[src/common/word_decode_pkg.sv]
// constants, register map and field layout for the instruction word decoder
package word_decode_pkg;

  localparam int WORD_W   = 24;
  localparam int ADDR_W   = 12;
  localparam int OP_W     = 9;
  localparam int SEL_W    = 3;
  localparam int CHAR_W   = 6;
  localparam int PRIO_W   = 8;

  // field positions inside a 24-bit word, and the parity bit above it
  localparam int SIGN_BIT   = 23;
  localparam int OP_LSB     = 15;
  localparam int OP_MSB     = 23;
  localparam int OPHI_LSB   = 18;
  localparam int SUB_LSB    = 15;
  localparam int SUB_MSB    = 17;
  localparam int TSEL_LSB   = 12;
  localparam int TSEL_MSB   = 14;
  localparam int ADDR_MSB   = 11;
  localparam int PARITY_BIT = 24;

  // upper six opcode bits of the instructions whose bits 15-17 are not opcode
  localparam logic [5:0] INDEX_INCREMENT_TEST_OP = 6'h2c;
  localparam logic [5:0] INDEX_DECREMENT_TEST_OP = 6'h2d;
  localparam logic [5:0] IO_SETUP_OP             = 6'h30;
  localparam logic [5:0] IO_STORE_OP             = 6'h31;
  localparam logic [5:0] IO_LOAD_OP              = 6'h32;
  localparam logic [5:0] IO_SENSE_OP             = 6'h33;

  // odd parity over 24 data bits plus the parity bit
  localparam logic PARITY_ODD = 1'b1;

  // index registers live at core locations 1..7
  localparam logic [11:0] INDEX_FIRST = 12'h001;
  localparam logic [11:0] INDEX_LAST  = 12'h007;

  // wishbone word offsets (byte address bits 7:2)
  localparam logic [5:0] REG_LEFT_ACC    = 6'h00;
  localparam logic [5:0] REG_RIGHT_ACC   = 6'h01;
  localparam logic [5:0] REG_PROG_CNT    = 6'h02;
  localparam logic [5:0] REG_PRIO_REQ    = 6'h03;
  localparam logic [5:0] REG_PRIO_STAT   = 6'h04;
  localparam logic [5:0] REG_LAST_INSTR  = 6'h05;
  localparam logic [5:0] REG_DECODE      = 6'h06;
  localparam logic [5:0] REG_CHAR_SEL    = 6'h07;
  localparam logic [5:0] REG_CHAR_DATA   = 6'h08;
  localparam logic [5:0] REG_MAGNITUDE   = 6'h09;
  localparam logic [5:0] REG_INDEX_BASE  = 6'h10;

  // values after reset, and the program counter step
  localparam logic [23:0] ACC_RESET  = 24'h00_0000;
  localparam logic [11:0] PC_RESET   = 12'h000;
  localparam logic [7:0]  PRIO_RESET = 8'h00;
  localparam logic [11:0] PC_STEP    = 12'h001;

endpackage : word_decode_pkg

[src/hw/instr_field_split.sv]
// field splitter for one 24-bit instruction word
`timescale 1ns/1ps
module instr_field_split
  import word_decode_pkg::*;
(
  input  wire logic [23:0] instr,
  output logic      [8:0]  op_field,
  output logic      [2:0]  index_sel,
  output logic      [11:0] operand_addr,
  output logic      [2:0]  sub_field,
  output logic             is_index_op,
  output logic             is_io_op
);
  import word_decode_pkg::*;

  wire [5:0] op_high;

  assign op_field     = instr[OP_MSB:OP_LSB];        // RULE5
  assign op_high      = instr[OP_MSB:OPHI_LSB];
  assign sub_field    = instr[SUB_MSB:SUB_LSB];
  assign index_sel    = instr[TSEL_MSB:TSEL_LSB];    // RULE8
  assign operand_addr = instr[ADDR_MSB:0];           // RULE9

  // these opcodes give up bits 15-17 to an amount or a unit number
  assign is_index_op  = (op_high == INDEX_INCREMENT_TEST_OP)
                      | (op_high == INDEX_DECREMENT_TEST_OP);   // RULE6
  assign is_io_op     = (op_high == IO_SETUP_OP) | (op_high == IO_STORE_OP)
                      | (op_high == IO_LOAD_OP)  | (op_high == IO_SENSE_OP);  // RULE7

endmodule // instr_field_split

[src/hw/word_format_decode.sv]
// instruction decoder with accumulators, program counter and priority registers
`timescale 1ns/1ps

// Summary of operation
// RULE1 - bits are numbered 0 to 23 from the right, each a power of two
// RULE2 - bit 23 of a numeric word is the sign, one means negative
// RULE3 - 23 magnitude bits, point on the left, negatives two's complement
// RULE4 - a character word packs four six-bit characters
// RULE5 - opcode is taken from bits 15 to 23
// RULE6 - index step instructions use bits 15-17 as the step amount
// RULE7 - the four I/O instructions use bits 15-17 as unit select
// RULE8 - bits 12-14 select index register 1 to 7 for address modification
// RULE9 - bits 0-11 are the operand address or jump target
// RULE10 - seven index registers at core locations 1-7, used as 12 bits
// RULE11 - a 12-bit program counter updates at the end of each instruction
// RULE12 - eight request lines latch into a request register until serviced
// RULE13 - an 8-bit status register holds current level and program
// RULE14 - four priority levels, two programs each, eight slots
// RULE15 - left accumulator is the main 24-bit arithmetic register
// RULE16 - right accumulator holds low half, remainder and multiplier
// RULE17 - memory words carry 24 data bits plus one parity bit
// RULE18 - after each instruction a higher request starts an interrupt
// RULE19 - all decoded fields appear together in one step
// RULE20 - the program counter wraps from its maximum to zero
module word_format_decode
  import word_decode_pkg::*;
(
  input  wire logic        CLK,
  input  wire logic        RSTN,
  input  wire logic        CYC_I,
  input  wire logic        STB_I,
  input  wire logic        WE_I,
  input  wire logic [7:0]  ADR_I,
  input  wire logic [3:0]  SEL_I,
  input  wire logic [31:0] DAT_I,
  output logic      [31:0] DAT_O,
  output logic             ACK_O,
  input  wire logic        MEM_VALID,
  input  wire logic        MEM_INSTR,
  input  wire logic [11:0] MEM_ADDR,
  input  wire logic [24:0] MEM_WORD,
  input  wire logic        INSTR_DONE,
  input  wire logic        TAKE_JUMP,
  input  wire logic [7:0]  REQ_LINES,
  output logic             DECODE_VALID,
  output logic      [8:0]  OPERATION_CODE_FIELD,
  output logic      [2:0]  INDEX_SELECT,
  output logic      [11:0] OPERAND_ADDRESS,
  output logic      [11:0] EFFECTIVE_ADDRESS,
  output logic      [2:0]  MODIFY_AMOUNT,
  output logic      [2:0]  IO_SELECT,
  output logic             IS_INDEX_OP,
  output logic             IS_IO_OP,
  output logic             PARITY_ERROR,
  output logic      [11:0] PROGRAM_COUNTER,
  output logic             INTERRUPT_START,
  output logic      [2:0]  INTERRUPT_SLOT
);
  import word_decode_pkg::*;

  // highest set bit; slot 7 and 6 form the top level
  function automatic logic [2:0] top_slot(input logic [7:0] v);
    logic [2:0] s;
    s = 3'd0;
    for (int i = 0; i < PRIO_W; i++)
    begin
      if (v[i])
        s = 3'(i);
    end
    return s;
  endfunction

  function automatic logic [23:0] merge_bytes(input logic [23:0] old_v,
                                              input logic [31:0] new_v,
                                              input logic [3:0]  sel);
    logic [23:0] r;
    r = old_v;
    for (int b = 0; b < 3; b++)
    begin
      if (sel[b])
        r[b*8 +: 8] = new_v[b*8 +: 8];
    end
    return r;
  endfunction

  // sign and magnitude view of a two's complement word
  function automatic logic [22:0] magnitude(input logic [23:0] w);
    logic [23:0] neg;
    neg = (~w) + 24'h00_0001;
    return w[SIGN_BIT] ? neg[22:0] : w[22:0];   // RULE2 RULE3
  endfunction

  // registers
  logic [23:0] left_acc_reg;
  logic [23:0] right_acc_reg;
  logic [11:0] program_counter_reg;
  logic [7:0]  priority_request_register;
  logic [7:0]  priority_status_register;
  logic [23:0] instr_reg;
  logic [1:0]  char_sel_reg;
  logic [11:0] index_register [1:7];
  logic        ack_reg;
  logic [31:0] dat_reg;

  // decoded fields from the incoming word
  logic [8:0]  op_field;
  logic [2:0]  index_sel;
  logic [11:0] operand_addr;
  logic [2:0]  sub_field;
  logic        is_index_op;
  logic        is_io_op;

  instr_field_split u_split (
    .instr        (MEM_WORD[23:0]),
    .op_field     (op_field),
    .index_sel    (index_sel),
    .operand_addr (operand_addr),
    .sub_field    (sub_field),
    .is_index_op  (is_index_op),
    .is_io_op     (is_io_op)
  );

  // bus decode
  wire        bus_req     = CYC_I & STB_I & ~ack_reg;
  wire        bus_wr      = bus_req & WE_I;
  wire [5:0]  word_idx    = ADR_I[7:2];
  wire        hit_index   = (word_idx > REG_INDEX_BASE)
                          & (word_idx <= REG_INDEX_BASE + 6'd7);
  wire [2:0]  bus_ix      = word_idx[2:0];
  wire        wr_left     = bus_wr & (word_idx == REG_LEFT_ACC);
  wire        wr_right    = bus_wr & (word_idx == REG_RIGHT_ACC);
  wire        wr_pc       = bus_wr & (word_idx == REG_PROG_CNT);
  wire        wr_req_clr  = bus_wr & (word_idx == REG_PRIO_REQ) & SEL_I[0];
  wire        wr_status   = bus_wr & (word_idx == REG_PRIO_STAT) & SEL_I[0];
  wire        wr_char_sel = bus_wr & (word_idx == REG_CHAR_SEL) & SEL_I[0];
  wire        wr_ix       = bus_wr & hit_index;

  // core traffic
  wire        word_parity_bad = (^MEM_WORD) != PARITY_ODD;                 // RULE17
  wire        take_instr      = MEM_VALID & MEM_INSTR;
  wire        ix_loc          = (MEM_ADDR >= INDEX_FIRST) & (MEM_ADDR <= INDEX_LAST);
  wire        ix_load         = MEM_VALID & ~MEM_INSTR & ix_loc;              // RULE10
  wire [2:0]  mem_ix          = MEM_ADDR[2:0];

  // address modification through the selected index register
  wire        use_index    = (index_sel != 3'd0) & ~is_index_op;             // RULE8
  wire [11:0] ix_value     = use_index ? index_register[index_sel] : 12'h000;  // RULE10
  wire [11:0] eff_addr     = operand_addr + ix_value;

  // priority compare: request word against status word, as numbers
  wire        higher_pending = priority_request_register > priority_status_register;
  wire        start_irq      = INSTR_DONE & higher_pending;                  // RULE18
  wire [2:0]  irq_slot       = top_slot(priority_request_register);          // RULE14
  wire [7:0]  irq_slot_bit   = 8'h01 << irq_slot;

  // program counter: jump target or next location, wrapping at 12 bits
  wire [11:0] pc_inc  = program_counter_reg + PC_STEP;                       // RULE20
  wire [11:0] pc_next = TAKE_JUMP ? instr_reg[ADDR_MSB:0] : pc_inc;          // RULE9

  // character view of the left accumulator
  wire [5:0]  char_out = left_acc_reg[char_sel_reg*CHAR_W +: CHAR_W];         // RULE4
  wire [23:0] mag_view = {left_acc_reg[SIGN_BIT], magnitude(left_acc_reg)};

  wire [11:0] op_view_pad = {OPERATION_CODE_FIELD, 3'b000};
  wire [31:0] decode_view = {2'b00, IS_IO_OP, IS_INDEX_OP, PARITY_ERROR,
                             op_view_pad, INDEX_SELECT, OPERAND_ADDRESS};

  logic [31:0] rd_data;
  always_comb
  begin
    rd_data = 32'h0000_0000;
    unique case (word_idx)
      REG_LEFT_ACC:   rd_data = {8'h00, left_acc_reg};                    // RULE15
      REG_RIGHT_ACC:  rd_data = {8'h00, right_acc_reg};                   // RULE16
      REG_PROG_CNT:   rd_data = {20'h0_0000, program_counter_reg};
      REG_PRIO_REQ:   rd_data = {24'h00_0000, priority_request_register};
      REG_PRIO_STAT:  rd_data = {24'h00_0000, priority_status_register};  // RULE13
      REG_LAST_INSTR: rd_data = {8'h00, instr_reg};
      REG_DECODE:     rd_data = decode_view;
      REG_CHAR_SEL:   rd_data = {30'h000_0000, char_sel_reg};
      REG_CHAR_DATA:  rd_data = {26'h00_0000, char_out};
      REG_MAGNITUDE:  rd_data = {8'h00, mag_view};                        // RULE1
      default:
      begin
        if (hit_index)
          rd_data = {20'h0_0000, index_register[bus_ix]};
      end
    endcase
  end

  // bus slave: one wait cycle, ack for one cycle, unmapped reads give zero
  always_ff @(posedge CLK or negedge RSTN)
  begin
    if (!RSTN)
    begin
      ack_reg <= 1'b0;
      dat_reg <= 32'h0000_0000;
    end
    else
    begin
      ack_reg <= bus_req;
      if (bus_req & ~WE_I)
        dat_reg <= rd_data;
    end
  end

  assign ACK_O = ack_reg;
  assign DAT_O = dat_reg;

  // accumulators, written over the bus by byte lane
  always_ff @(posedge CLK or negedge RSTN)
  begin
    if (!RSTN)
    begin
      left_acc_reg  <= ACC_RESET;
      right_acc_reg <= ACC_RESET;
      char_sel_reg  <= 2'b00;
    end
    else
    begin
      if (wr_left)
        left_acc_reg <= merge_bytes(left_acc_reg, DAT_I, SEL_I);     // RULE15
      if (wr_right)
        right_acc_reg <= merge_bytes(right_acc_reg, DAT_I, SEL_I);   // RULE16
      if (wr_char_sel)
        char_sel_reg <= DAT_I[1:0];
    end
  end

  // index shadow follows every core write to locations 1..7
  always_ff @(posedge CLK or negedge RSTN)
  begin
    if (!RSTN)
    begin
      for (int i = 1; i <= 7; i++)
        index_register[i] <= 12'h000;
    end
    else
    begin
      if (ix_load)
        index_register[mem_ix] <= MEM_WORD[ADDR_MSB:0];     // RULE10
      else if (wr_ix)
        index_register[bus_ix] <= DAT_I[ADDR_MSB:0];
    end
  end

  // instruction end wins over a bus write in the same cycle
  always_ff @(posedge CLK or negedge RSTN)
  begin
    if (!RSTN)
      program_counter_reg <= PC_RESET;
    else if (INSTR_DONE)
      program_counter_reg <= pc_next;                       // RULE11
    else if (wr_pc)
      program_counter_reg <= DAT_I[ADDR_MSB:0];
  end

  assign PROGRAM_COUNTER = program_counter_reg;

  // request bits are sticky; a live line beats any clear
  always_ff @(posedge CLK or negedge RSTN)
  begin
    if (!RSTN)
    begin
      priority_request_register <= PRIO_RESET;
      priority_status_register  <= PRIO_RESET;
      INTERRUPT_START           <= 1'b0;
      INTERRUPT_SLOT            <= 3'd0;
    end
    else
    begin
      priority_request_register <= (priority_request_register
                                    & ~(wr_req_clr ? DAT_I[7:0] : 8'h00)
                                    & ~(start_irq ? irq_slot_bit : 8'h00))
                                   | REQ_LINES;                          // RULE12
      if (start_irq)
        priority_status_register <= irq_slot_bit;                        // RULE13 RULE14
      else if (wr_status)
        priority_status_register <= DAT_I[7:0];
      INTERRUPT_START <= start_irq;                                      // RULE18
      if (start_irq)
        INTERRUPT_SLOT <= irq_slot;
    end
  end

  // one decode step: every field is registered on the same edge
  always_ff @(posedge CLK or negedge RSTN)
  begin
    if (!RSTN)
    begin
      instr_reg            <= 24'h00_0000;
      DECODE_VALID         <= 1'b0;
      OPERATION_CODE_FIELD <= 9'h000;
      INDEX_SELECT         <= 3'd0;
      OPERAND_ADDRESS      <= 12'h000;
      EFFECTIVE_ADDRESS    <= 12'h000;
      MODIFY_AMOUNT        <= 3'd0;
      IO_SELECT            <= 3'd0;
      IS_INDEX_OP          <= 1'b0;
      IS_IO_OP             <= 1'b0;
      PARITY_ERROR         <= 1'b0;
    end
    else
    begin
      DECODE_VALID <= take_instr;                                       // RULE19
      if (MEM_VALID)
        PARITY_ERROR <= word_parity_bad;                                // RULE17
      if (take_instr)
      begin
        instr_reg            <= MEM_WORD[23:0];
        OPERATION_CODE_FIELD <= op_field;                               // RULE5
        INDEX_SELECT         <= index_sel;                              // RULE8
        OPERAND_ADDRESS      <= operand_addr;                           // RULE9
        EFFECTIVE_ADDRESS    <= eff_addr;
        MODIFY_AMOUNT        <= is_index_op ? sub_field : 3'd0;         // RULE6
        IO_SELECT            <= is_io_op ? sub_field : 3'd0;            // RULE7
        IS_INDEX_OP          <= is_index_op;
        IS_IO_OP             <= is_io_op;
      end
    end
  end

endmodule // word_format_decode

[config.mk]
export PLATFORM = sky130hd
export DESIGN_NAME = word_format_decode
export DESIGN_NICKNAME = d
export VERILOG_FILES = /design/src/common/word_decode_pkg.sv /design/src/hw/instr_field_split.sv /design/src/hw/word_format_decode.sv
export SDC_FILE = /design/constraint.sdc
export NUM_CORES = 1
export LEC_CHECK = 0
export BUFFER_PORTS_ARGS = -buffer_cell sky130_fd_sc_hd__buf_2
export CORE_MARGIN = 2
export CORE_UTILIZATION = 28
export CTS_CLUSTER_DIAMETER = 200
export CTS_CLUSTER_SIZE = 25
export DETAILED_ROUTE_END_ITERATION = 10
export HOLD_SLACK_MARGIN = 0.03
export PLACE_DENSITY_LB_ADDON = 0.12
export SYNTH_ARGS = -nofsm -noshare
export SYNTH_HDL_FRONTEND = slang
export SYNTH_HIERARCHICAL = 1
export SYNTH_SLANG_ARGS = --single-unit
[constraint.sdc]
create_clock -name CLK -period 3.1 [get_ports CLK]
set_input_delay 0.62 -clock CLK [delete_from_list [all_inputs] [get_ports CLK]]
set_output_delay 0.62 -clock CLK [all_outputs]
set_load 0.01 [all_outputs]
# Word-level counts from Yosys, hierarchy flattened
# Index checks and enable logic that the tools add are counted.
# totals
ff_bits	269
inputBits	98
# classes
n_shift	2
eq_ne	15
bitwise_logic	39
n_addsub	3
n_reduce_logical	14
multipliers	1
n_mux	34
order_cmp	10
# op_table
op	n
$pmux 30 s10	1
$bwmux 84	2
$mux 84	2
$mux 12	11
$bmux 12 s3	2
$demux 12 s3	2
$eq 6x6->1 const B	6
$mux 8	4
$reduce_xor 25->1	1
$eq 6x3->1 const B	4
$shiftx 24x6->6	1
$add 23x1->23 const B	1
$mux 23	1
$not 23->23	1
$and 1x1->1	21
$mux 3	6
$and 8x8->8	2
$not 8->8	2
$add 12x1->12 const B	1
$add 12x12->12	1
$eq 6x2->1 const B	2
$eq 6x4->1 const B	2
$ge 12x1->1 const B	1
$ge 4x4->1 const B	3
19 further kinds	38

# Longest topological paths before layout
# Gate-level depths: netlist of the first run.
# depth
ltp_word	12
ltp_mapped	17
depth_no_buf	13

# Cells and area by module
# The synthesis of the first run kept the hierarchy.
# modules_own_cells
module	cells_each	area_each_um2	n_inst
word_format_decode	1589	15408.5	1
instr_field_split	31	224.0	1

# Worst setup path after synthesis of the first run
# No wires, ideal clock.
# synth_timing
path_type	input port to flip-flop
start	in MEM_WORD[12]
end	reg EFFECTIVE_ADDRESS[10]
setup_slack_ns	-0.895
arrival_time_ns	3.860
required_time_ns	2.965
stages	15
path_buffers	3
path_cell_list	buf_4 -> buf_1 -> clkbuf_1 -> mux4_2 -> a21oi_1 -> nor2_1 -> ha_1 -> fa_1 -> a21o_1 -> a21oi_1 -> o21ai_0 -> a21oi_1 -> a21oi_1 -> xnor2_1 -> o21ai_0
# synth_via
elab_chain_cells	6
word_cells_on_any_way	8
cone_classes	add/sub (1); mux (4); bitwise (2); reduce/logical (1)
# synth_lines
item	line	source
start, declared	word_format_decode.sv:41	input wire logic [24:0] MEM_WORD,
$not 3->4 (not written as such)	word_format_decode.sv:147	wire [11:0] ix_value = use_index ? index_register[index_sel] : 12'h000;
$bmux 12 s3	word_format_decode.sv:147	
$mux 12 (not written as such) (2 in series)	word_format_decode.sv:147	
$mux 12 *	word_format_decode.sv:147	
$add 12x12->12 *	word_format_decode.sv:148	wire [11:0] eff_addr = operand_addr + ix_value;
end signal, assigned	word_format_decode.sv:314	EFFECTIVE_ADDRESS <= eff_addr;
end, declared	word_format_decode.sv:49	output logic [11:0] EFFECTIVE_ADDRESS,
# Mark *: on every way between the ends. The rest lies on a longest branch, timed or not. The select of a mux whose other input is x is not followed.
# A chain may end at the register's enable or synchronous reset.

# Worst setup path after layout of the first run
# layout_timing
start	in MEM_WORD[12]
end	reg EFFECTIVE_ADDRESS[11]
# The elaborated chain is that of the path after synthesis.

==> flow_summary.json, run 1 <==
{
  "status": "complete, no violations",
  "drtAntennaViolNets": 0,
  "ys_types": 67,
  "yosysWarnings": 6,
  "path_class": "input pin to register",
  "r2r_start": "index_register[6]",
  "cts_tree": "yes",
  "track_usage_pct": 21.2,
  "row_count": 86,
  "vias_per_cell": 5.43,
  "clk_path_buf_depth": 3,
  "ctsResizeCount": 0,
  "maxSlewViolCount": 0,
  "design.core.area_um2": 55200,
  "crit_start": "MEM_WORD[12]",
  "wl_um": 62100,
  "setup_viol": 0,
  "syn-instance-count": 1620,
  "cellPowerDensity_nw_per_um2": 447,
  "gp_congestion": 0.842,
  "largest_register_ffs": 84,
  "clk_latency_ns": 0.53,
  "cts_inserted_buffers": 14,
  "hp-class": "input pin to asynchronous set/reset pin",
  "die_h_um": 240,
  "drv_cap": 0,
  "start_kind": "input pin",
  "critPathCaptureType": "register",
  "reg2regPathDepth": 10,
  "io_pins": 193,
  "diodes": 0,
  "ff2ff_setup_slack_ns": 0.31,
  "crit_path_max_incr_delay_ns": 0.47,
  "io_buffers": 179,
  "ys_async_sr_fraction_pct": 100,
  "top_register": "index_register",
  "seqCellArea_um2": 6680,
  "fin_cells": 2523,
  "areaGrowthSynthToFinish_pct": 17.2,
  "syn_area_um2": 15600,
  "worstPathRequired_ns": 3.51,
  "worstReg2RegEnd": "EFFECTIVE_ADDRESS[11]",
  "dr.first_iter.drc_count": 1366,
  "rsz0062_at_grt": "no",
  "synth-edff-count": 0,
  "grt_pass1_vias": 13165,
  "arrival_ns": 3.26,
  "clock_skew_ns": 0.0254,
  "ctsHoldBuffers": 0,
  "die_w_um": 240,
  "initial_utilization_pct": 28.3,
  "clock-sinks": 267,
  "ys_seq_area_share_pct": 42.7,
  "drt-pass1-iter-count": 7,
  "route.vias.total": 13699,
  "grt_max_degree": 80,
  "vdd_drop_max_uv": 261,
  "worst_pin_slew_ns": 0.962,
  "wl_per_cell_um": 24.6,
  "htree_num_levels": 1,
  "avgSynthCellArea_um2": 9.65,
  "final_common_cell": "dfrtp_1",
  "ys_ff_latch": 267,
  "final.fill_count": 5709,
  "crit_slowest_cell": "mux4_2",
  "dp_cells": 2507,
  "synth-main-ff-cell": "dfrtp_1",
  "cp_max_fo": 5,
  "grt_pass1_wl_um": 91100,
  "dieArea_um2": 57700,
  "min_period_ns": 2.85,
  "layout_common_cells": "dfrtp_1, buf_2, nand3_1, nor2_1",
  "path_cells": "buf_2, buf_4, mux4_2, a21oi_1, nor2_1, ha_1, a2111oi_0, o21ai_0, nand4_1, a31o_2, xnor2_1, o21ai_0",
  "endpoint": "EFFECTIVE_ADDRESS[11]",
  "finish.utilization_pct": 33.2,
  "timing.slew.headroom_pct": 35.9,
  "dp_hpwl_um": 45000,
  "timing.critical_path.mode_cell": "o21ai_0",
  "multi_input_area_um2": 8140,
  "cts_root_buf": "clkbuf_16",
  "p_leak_nw": 7.84,
  "finalHoldViolations": 0,
  "nets": 1895,
  "antenna_found_initial": 3,
  "drive_gt1_share_pct": 28.7,
  "max_freq_ghz": 0.351,
  "cts.clk_slew.worst_paths_ns": 0.11,
  "overflow": 0,
  "fin_crit_sh_pct": 91.9,
  "post-cts-setup-buffers": 0,
  "route.detailed.drc": 0
}
[layout make-up]
| type | instances | share of cell area, % |
|---|---|---|
| inverter | 22 | 0.451 |
| tap | 748 | 5.11 |
| clock inverter | 1 | 0.0478 |
| clock buffer | 15 | 2.05 |
| multi-input combinational | 1159 | 44.4 |
| sequential | 267 | 36.5 |
| timing repair buffer | 311 | 11.4 |
[synthesized netlist by cell type, types with 6 or more instances]
| cell | count | area [um^2] |
|---|---|---|
| a31o_2 | 8 | 70.1 |
| xnor2_1 | 40 | 350 |
| o31ai_1 | 14 | 105 |
| nand4_1 | 7 | 43.8 |
| a21oi_1 | 71 | 355 |
| buf_2 | 15 | 75.1 |
| mux2_2 | 116 | 1310 |
| buf_1 | 14 | 52.6 |
| nand3_1 | 175 | 876 |
| inv_1 | 21 | 78.8 |
| clkbuf_1 | 114 | 428 |
| a22oi_1 | 32 | 240 |
| and3_1 | 15 | 93.8 |
| mux2i_1 | 34 | 340 |
| mux4_2 | 32 | 721 |
| nor3_1 | 17 | 85.1 |
| xor2_1 | 21 | 184 |
| a22o_1 | 8 | 70.1 |
| a211oi_1 | 17 | 128 |
| a21o_1 | 7 | 52.6 |
| a31oi_1 | 89 | 557 |
| o21a_1 | 12 | 90.1 |
| nor2_1 | 141 | 529 |
| nand2_1 | 113 | 424 |
| a221oi_1 | 10 | 87.6 |
| o21ai_0 | 69 | 345 |
| and2_1 | 7 | 43.8 |
| o21bai_1 | 8 | 60.1 |
| dfrtp_1 | 267 | 6680 |
| buf_4 | 29 | 218 |
| ha_1 | 21 | 263 |
| a221o_1 | 7 | 70.1 |
| a222oi_1 | 6 | 60.1 |
[cell families after synthesis]
group	share of synthesized area [%]
fa+ha+maj	1.81
mux	15.1
buf+inv	5.55
other cells	0.0240
compound gates	16.3
simple gates	15.0
xor+xnor	3.42
flops	42.7
[power by group]
part           switching [mW]  internal [mW]  total, mW
combinational            1.05          0.811       1.86
clock                    1.27          0.883       2.15
sequential              0.372           3.81       4.18
[critical path: cells and delay by family]
family	cells	cell delay [ns]
mux	1	0.47
buf+inv	2	0.36
simple gates	2	0.26
xor+xnor	1	0.10
fa+ha+maj	1	0.30
compound gates	5	1.14
[how the worst min path moves through the flow]
stage | to | slack, ns | cells past startpoint
global placement | MODIFY_AMOUNT[0] | 0.46 | 2
CTS | EFFECTIVE_ADDRESS[10] | 0.08 | 1
finish | EFFECTIVE_ADDRESS[10] | 0.08 | 1
detailed placement | MODIFY_AMOUNT[0] | 0.47 | 2
global route | EFFECTIVE_ADDRESS[10] | 0.1 | 1
floorplan | ACK_O | 0.32 | 0
[stage by stage]
| stage | power [mW] | worst slack [ns] | setup TNS (ns) | instance area (um^2) | hold WS, ns |
|---|---|---|---|---|---|
| after global placement | 6.11 | -0.246 | -1.22 | 17900 | 0.464 |
| final | 8.19 | 0.251 | 0 | 18300 | 0.0760 |
| after floorplan | 5.19 | -0.105 | -0.130 | 15700 | 0.324 |
| after CTS | 8.31 | 0.294 | 0 | 18300 | 0.0789 |
| after detailed placement | 6.12 | -0.257 | -1.35 | 17900 | 0.467 |
| after global routing | 8.60 | 0.0729 | 0 | 18300 | 0.0971 |
[metal layers]
metal	share of wire, %	vias to the layer above	wire [um]	GRT usage (%)
met5	0.016	-	10	0
met4	1.9	2	1170	4.14
met3	5.8	56	3610	2.84
met2	45	498	28200	33.8
met1	47	6929	29100	30.8
li1	-	6214	-	-
(Power assumes the default switching activity.)
==> inputs of run 2 (changes only) <==
--- a/config.mk
+++ b/config.mk
@@ -6,7 +6,7 @@
 export NUM_CORES = 1
 export LEC_CHECK = 0
 export BUFFER_PORTS_ARGS = -buffer_cell sky130_fd_sc_hd__buf_2
-export CORE_MARGIN = 2
+export CORE_MARGIN = 10
 export CORE_UTILIZATION = 28
 export CTS_CLUSTER_DIAMETER = 200
 export CTS_CLUSTER_SIZE = 25
@@ -17,3 +17,4 @@
 export SYNTH_HDL_FRONTEND = slang
 export SYNTH_HIERARCHICAL = 1
 export SYNTH_SLANG_ARGS = --single-unit
+export TNS_END_PERCENT = 50
==> flow_summary.json, run 2 (synthesis results as in run 1) <==
{
  "cts_inserted_buffers": 14,
  "post-cts-setup-buffers": 0,
  "path_delay_family": "compound AO/OA/AOI/OAI gates",
  "layout_common_cells": "dfrtp_1, buf_2, nand3_1, nor2_1, mux2_2",
  "htree_num_levels": 1,
  "gp_congestion": 0.904,
  "grt_max_degree": 80,
  "p_leak_nw": 7.81,
  "io_buffers": 179,
  "min_period_ns": 2.85,
  "diodes": 0,
  "clock_skew_ns": 0.0194,
  "initial_utilization_pct": 28.3,
  "max_freq_ghz": 0.351,
  "clk_path_buf_depth": 3,
  "start_kind": "input pin",
  "grt_pass1_wl_um": 95600,
  "r2r_start": "index_register[1]",
  "worstPathRequired_ns": 3.52,
  "rsz0062_at_grt": "no",
  "design.core.area_um2": 55200,
  "track_usage_pct": 19.0,
  "vdd_drop_max_uv": 261,
  "crit_slowest_cell": "mux4_2",
  "arrival_ns": 3.27,
  "areaGrowthSynthToFinish_pct": 16.8,
  "wl_um": 64500,
  "dieArea_um2": 65700,
  "dr.first_iter.drc_count": 1392,
  "cp_max_fo": 8,
  "wl_per_cell_um": 25.6,
  "drive_gt1_share_pct": 28.5,
  "worst_pin_slew_ns": 0.775,
  "row_count": 86,
  "ctsHoldBuffers": 0,
  "holdWs_ns": 0.0640,
  "dp_hpwl_um": 46400,
  "path_class": "input pin to register",
  "top_register": "index_register",
  "status": "complete, no violations",
  "nets": 1890,
  "cellPowerDensity_nw_per_um2": 450,
  "hp-class": "input pin to asynchronous set/reset pin",
  "drtAntennaViolNets": 0,
  "die_h_um": 256,
  "crit_path_max_incr_delay_ns": 0.50,
  "critPathCaptureType": "register",
  "cp_num_buf_inv": 3,
  "final_common_cell": "dfrtp_1",
  "setup_viol": 0,
  "path_cells": "buf_2, buf_4, mux4_2, a21oi_1, nor2_1, ha_1, a21o_1, a21oi_2, o21ai_1, a21oi_1, buf_4, xor2_1, o21ai_1",
  "cts.clk_slew.worst_paths_ns": 0.12,
  "cts_root_buf": "clkbuf_16",
  "final_area_um2": 18300,
  "die_w_um": 256,
  "largest_register_ffs": 84,
  "route.vias.total": 13725,
  "route.detailed.drc": 0,
  "fin_crit_sh_pct": 91.9,
  "drv_cap": 0,
  "maxSlewViolCount": 0,
  "clock-sinks": 267,
  "io_pins": 193,
  "grt_pass1_vias": 13425,
  "crit_start": "MEM_WORD[12]",
  "drt-pass1-iter-count": 7,
  "dpl_cell_area_um2": 17900,
  "antenna_found_initial": 3,
  "cts_tree": "yes",
  "vias_per_cell": 5.45,
  "finalHoldViolations": 0,
  "timing.slew.headroom_pct": 48.3,
  "clk_latency_ns": 0.53,
  "final.fill_count": 5670,
  "overflow": 0
}
run 2: cell count changes in the layout (fill, tap and decap cells not counted):
cell,change
nor2_1,-1
buf_4,-3
o21ai_0,-1
buf_12,-2
o21ai_1,+1
nor2_2,+1
run 2: repair_timing:
item                                    CTS  global route
gates resized for setup                   0             1
endpoints found under the setup margin    0             1
hold endpoints to repair                  0             0
run 2: area by class of cell:
type                    count  area (um^2)  share of cell area [%]
flip-flops and latches    267         6680                    36.6
clock inverters             1         8.76                  0.0480
multi-input cells        1159         8140                    44.6
clock buffers              15          375                    2.06
repair buffers            306         2030                    11.1
well taps                 748          936                    5.13
inverters                  22         82.6                   0.452
run 2: worst paths after layout:
check | endpoint | slack [ns] | cells after the start
setup reg to reg | EFFECTIVE_ADDRESS[8] | 0.28 | 11
hold / removal | EFFECTIVE_ADDRESS[9] | 0.06 | 1
setup / recovery | EFFECTIVE_ADDRESS[8] | 0.25 | 13
min in group CLK | priority_request_register[3] | 0.27 | 2
max in group asynchronous | OPERAND_ADDRESS[3] | 2.16 | 2
hold reg to reg | DAT_O[14] | 0.49 | 2
run 2: per-layer routing:
metal | track usage [%] | share of wire (%)
met1 | 28.1 | 48
met2 | 29.1 | 44
met3 | 2.87 | 6.8
met4 | 3.24 | 1.2
met5 | 0 | 0.020
run 2: metrics by stage:
| stage | power [mW] | std cells | util, % | TNS, ns | worst slack, ns |
|---|---|---|---|---|---|
| after floorplan | 5.19 | 1621 | - | -0.130 | -0.105 |
| after global placement | 6.12 | 2502 | 32.4 | -1.72 | -0.334 |
| after detailed placement | 6.14 | 2502 | 32.4 | -1.96 | -0.385 |
| after CTS | 8.32 | 2518 | 33.1 | 0 | 0.186 |
| after global routing | 8.63 | 2518 | 33.1 | 0 | 0.0579 |
| final | 8.22 | 2518 | 33.1 | 0 | 0.252 |
run 2: report_power, final:
part           switching, mW  leakage [nW]  internal, mW
clock network           1.28         0.189         0.883
logic                   1.07          4.17         0.806
registers              0.378          3.45          3.81
total                   2.72          7.81          5.50
==> inputs of run 3 (changes only) <==
--- a/config.mk
+++ b/config.mk
@@ -8,9 +8,11 @@
 export BUFFER_PORTS_ARGS = -buffer_cell sky130_fd_sc_hd__buf_2
 export CORE_MARGIN = 10
 export CORE_UTILIZATION = 28
-export CTS_CLUSTER_DIAMETER = 200
+export CTS_BUF_LIST = sky130_fd_sc_hd__clkbuf_8
+export CTS_CLUSTER_DIAMETER = 120
 export CTS_CLUSTER_SIZE = 25
 export DETAILED_ROUTE_END_ITERATION = 10
+export GPL_TIMING_DRIVEN = 0
 export HOLD_SLACK_MARGIN = 0.03
 export PLACE_DENSITY_LB_ADDON = 0.12
 export SYNTH_ARGS = -nofsm -noshare
==> flow_summary.json, run 3 (synthesis results as in run 1) <==
{
  "status": "finished with violations",
  "violations": "negative setup slack",
  "use_met2_pct": 31.7,
  "worst_pin_slew_ns": 1.33,
  "path_class": "input pin to register",
  "die_w_um": 256,
  "antenna_found_initial": 6,
  "overflow": 0,
  "drt-pass1-iter-count": 6,
  "drtAntennaViolNets": 0,
  "grt_max_degree": 107,
  "clk_path_buf_depth": 3,
  "vias_per_cell": 5.57,
  "drive_gt1_share_pct": 23.1,
  "final.fill_count": 5858,
  "grt_pass1_wl_um": 102000,
  "dp_slack_ns": -1.03,
  "layout_common_cells": "dfrtp_1, nand3_1, buf_2, nor2_1, mux2_2",
  "cellPowerDensity_nw_per_um2": 441,
  "top_register": "index_register",
  "clock_skew_ns": 0.0438,
  "vdd_drop_max_uv": 238,
  "design.core.area_um2": 55200,
  "wl_per_cell_um": 27.6,
  "clock-sinks": 267,
  "setup_slack_ns": -0.0579,
  "dp_hpwl_um": 53300,
  "cp_max_fo": 10,
  "route.vias.total": 14202,
  "min_period_ns": 3.16,
  "gr-max-usage-layer": "met2",
  "grt_util_met1_pct": 29.9,
  "holdWs_ns": 0.203,
  "grt_use_met3_pct": 2.88,
  "largest_register_ffs": 84,
  "io_buffers": 158,
  "track_usage_pct": 20.6,
  "cts.clk_slew.worst_paths_ns": 0.17,
  "clk_latency_ns": 0.60,
  "initial_utilization_pct": 28.3,
  "finalHoldViolations": 0,
  "critPathCaptureType": "register",
  "max_freq_ghz": 0.317,
  "arrival_ns": 3.69,
  "wl_um": 70400,
  "timing.slew.headroom_pct": 11.1,
  "cts_inserted_buffers": 15,
  "die_h_um": 256,
  "rsz0062_at_grt": "yes",
  "p_leak_nw": 7.45,
  "dr.first_iter.drc_count": 1572,
  "fin_crit_sh_pct": 102,
  "final_common_cell": "dfrtp_1",
  "start_kind": "input pin",
  "maxSlewViolCount": 0,
  "route.detailed.drc": 0,
  "io_pins": 193,
  "cts_root_buf": "clkbuf_8",
  "hp-class": "input pin to register",
  "dp_cells": 2529,
  "row_count": 86,
  "fin_cells": 2550,
  "cts_tree": "yes",
  "nets": 1919,
  "setup_viol": 10,
  "gp_congestion": 0.920,
  "drv_cap": 0,
  "htree_num_levels": 1,
  "dieArea_um2": 65700,
  "areaGrowthSynthToFinish_pct": 14.1,
  "worstPathRequired_ns": 3.63,
  "tns_ns": -0.360,
  "grt_pass1_vias": 13897
}
[run 3: cell count changes in the layout (fill, tap and decap cells not counted), moves of 6 or more]
cell       change
buf_1         +13
buf_12        -12
buf_2          -6
buf_4         -83
clkbuf_1     +105
clkbuf_16     -14
clkbuf_8      +15
[run 3: layer usage]
layer	vias up	share of wire, %	wire (um)
li1	6260	-	-
met5	-	0.028	20
met2	591	44	31300
met1	7282	47	32900
met4	2	2.2	1520
met3	67	6.6	4670
[run 3: worst paths after layout]
path	cells after the start	slack (ns)	endpoint	start
setup / recovery	8	-0.06	index_register[55]	ADR_I[3]
hold / removal	2	0.20	priority_request_register[0]	REQ_LINES[0]
setup reg to reg	8	0.04	index_register[55]	ACK_O
hold reg to reg	1	0.50	DAT_O[9]	DAT_O[9]
max in group asynchronous	4	1.09	DAT_O[4]	RSTN
min in group asynchronous	2	0.55	EFFECTIVE_ADDRESS[7]	RSTN
[run 3: final cells by class]
cell class	instances	area [um^2]	area share, %
clock buffers	15	206	1.16
well taps	748	936	5.25
clock inverters	3	38.8	0.217
inverters	22	82.6	0.463
multi-input cells	1159	8160	45.8
flip-flops and latches	267	6680	37.4
diodes	2	5.00	0.0281
plain buffers	170	827	4.64
repair buffers	164	901	5.05
[run 3: what timing repair did]
action                     CTS  global route
hold endpoints to repair    56             0
hold buffers                 1             0
gates resized for setup     10            16
setup endpoints to repair   83            64
gates cloned                 0             0
setup buffers                0             3
pin swaps                    0             3
[run 3: worst max-delay path: stages]
cell and delay (ns):
clkbuf_1 0.52, inv_2 0.30, a2111oi_4 0.52, nand3_2 0.33, o31ai_1 0.76, buf_2 0.40, nor2_1 0.07, a31oi_1 0.15
[run 3: metrics by stage]
step	cell area [um^2]	utilization, %	power (mW)
after detailed placement	17500	31.7	6.15
after global routing	17800	32.3	8.20
after floorplan	15700	-	5.19
after CTS	17800	32.2	7.92
final	17800	32.3	7.86
after global placement	17400	31.6	6.12
[run 3: power breakdown]
part	switching, mW	total (mW)	internal [mW]	leakage (nW)
sequential	0.405	4.21	3.81	3.45
combinational	1.12	1.88	0.761	3.87
clock	1.29	1.77	0.480	0.127
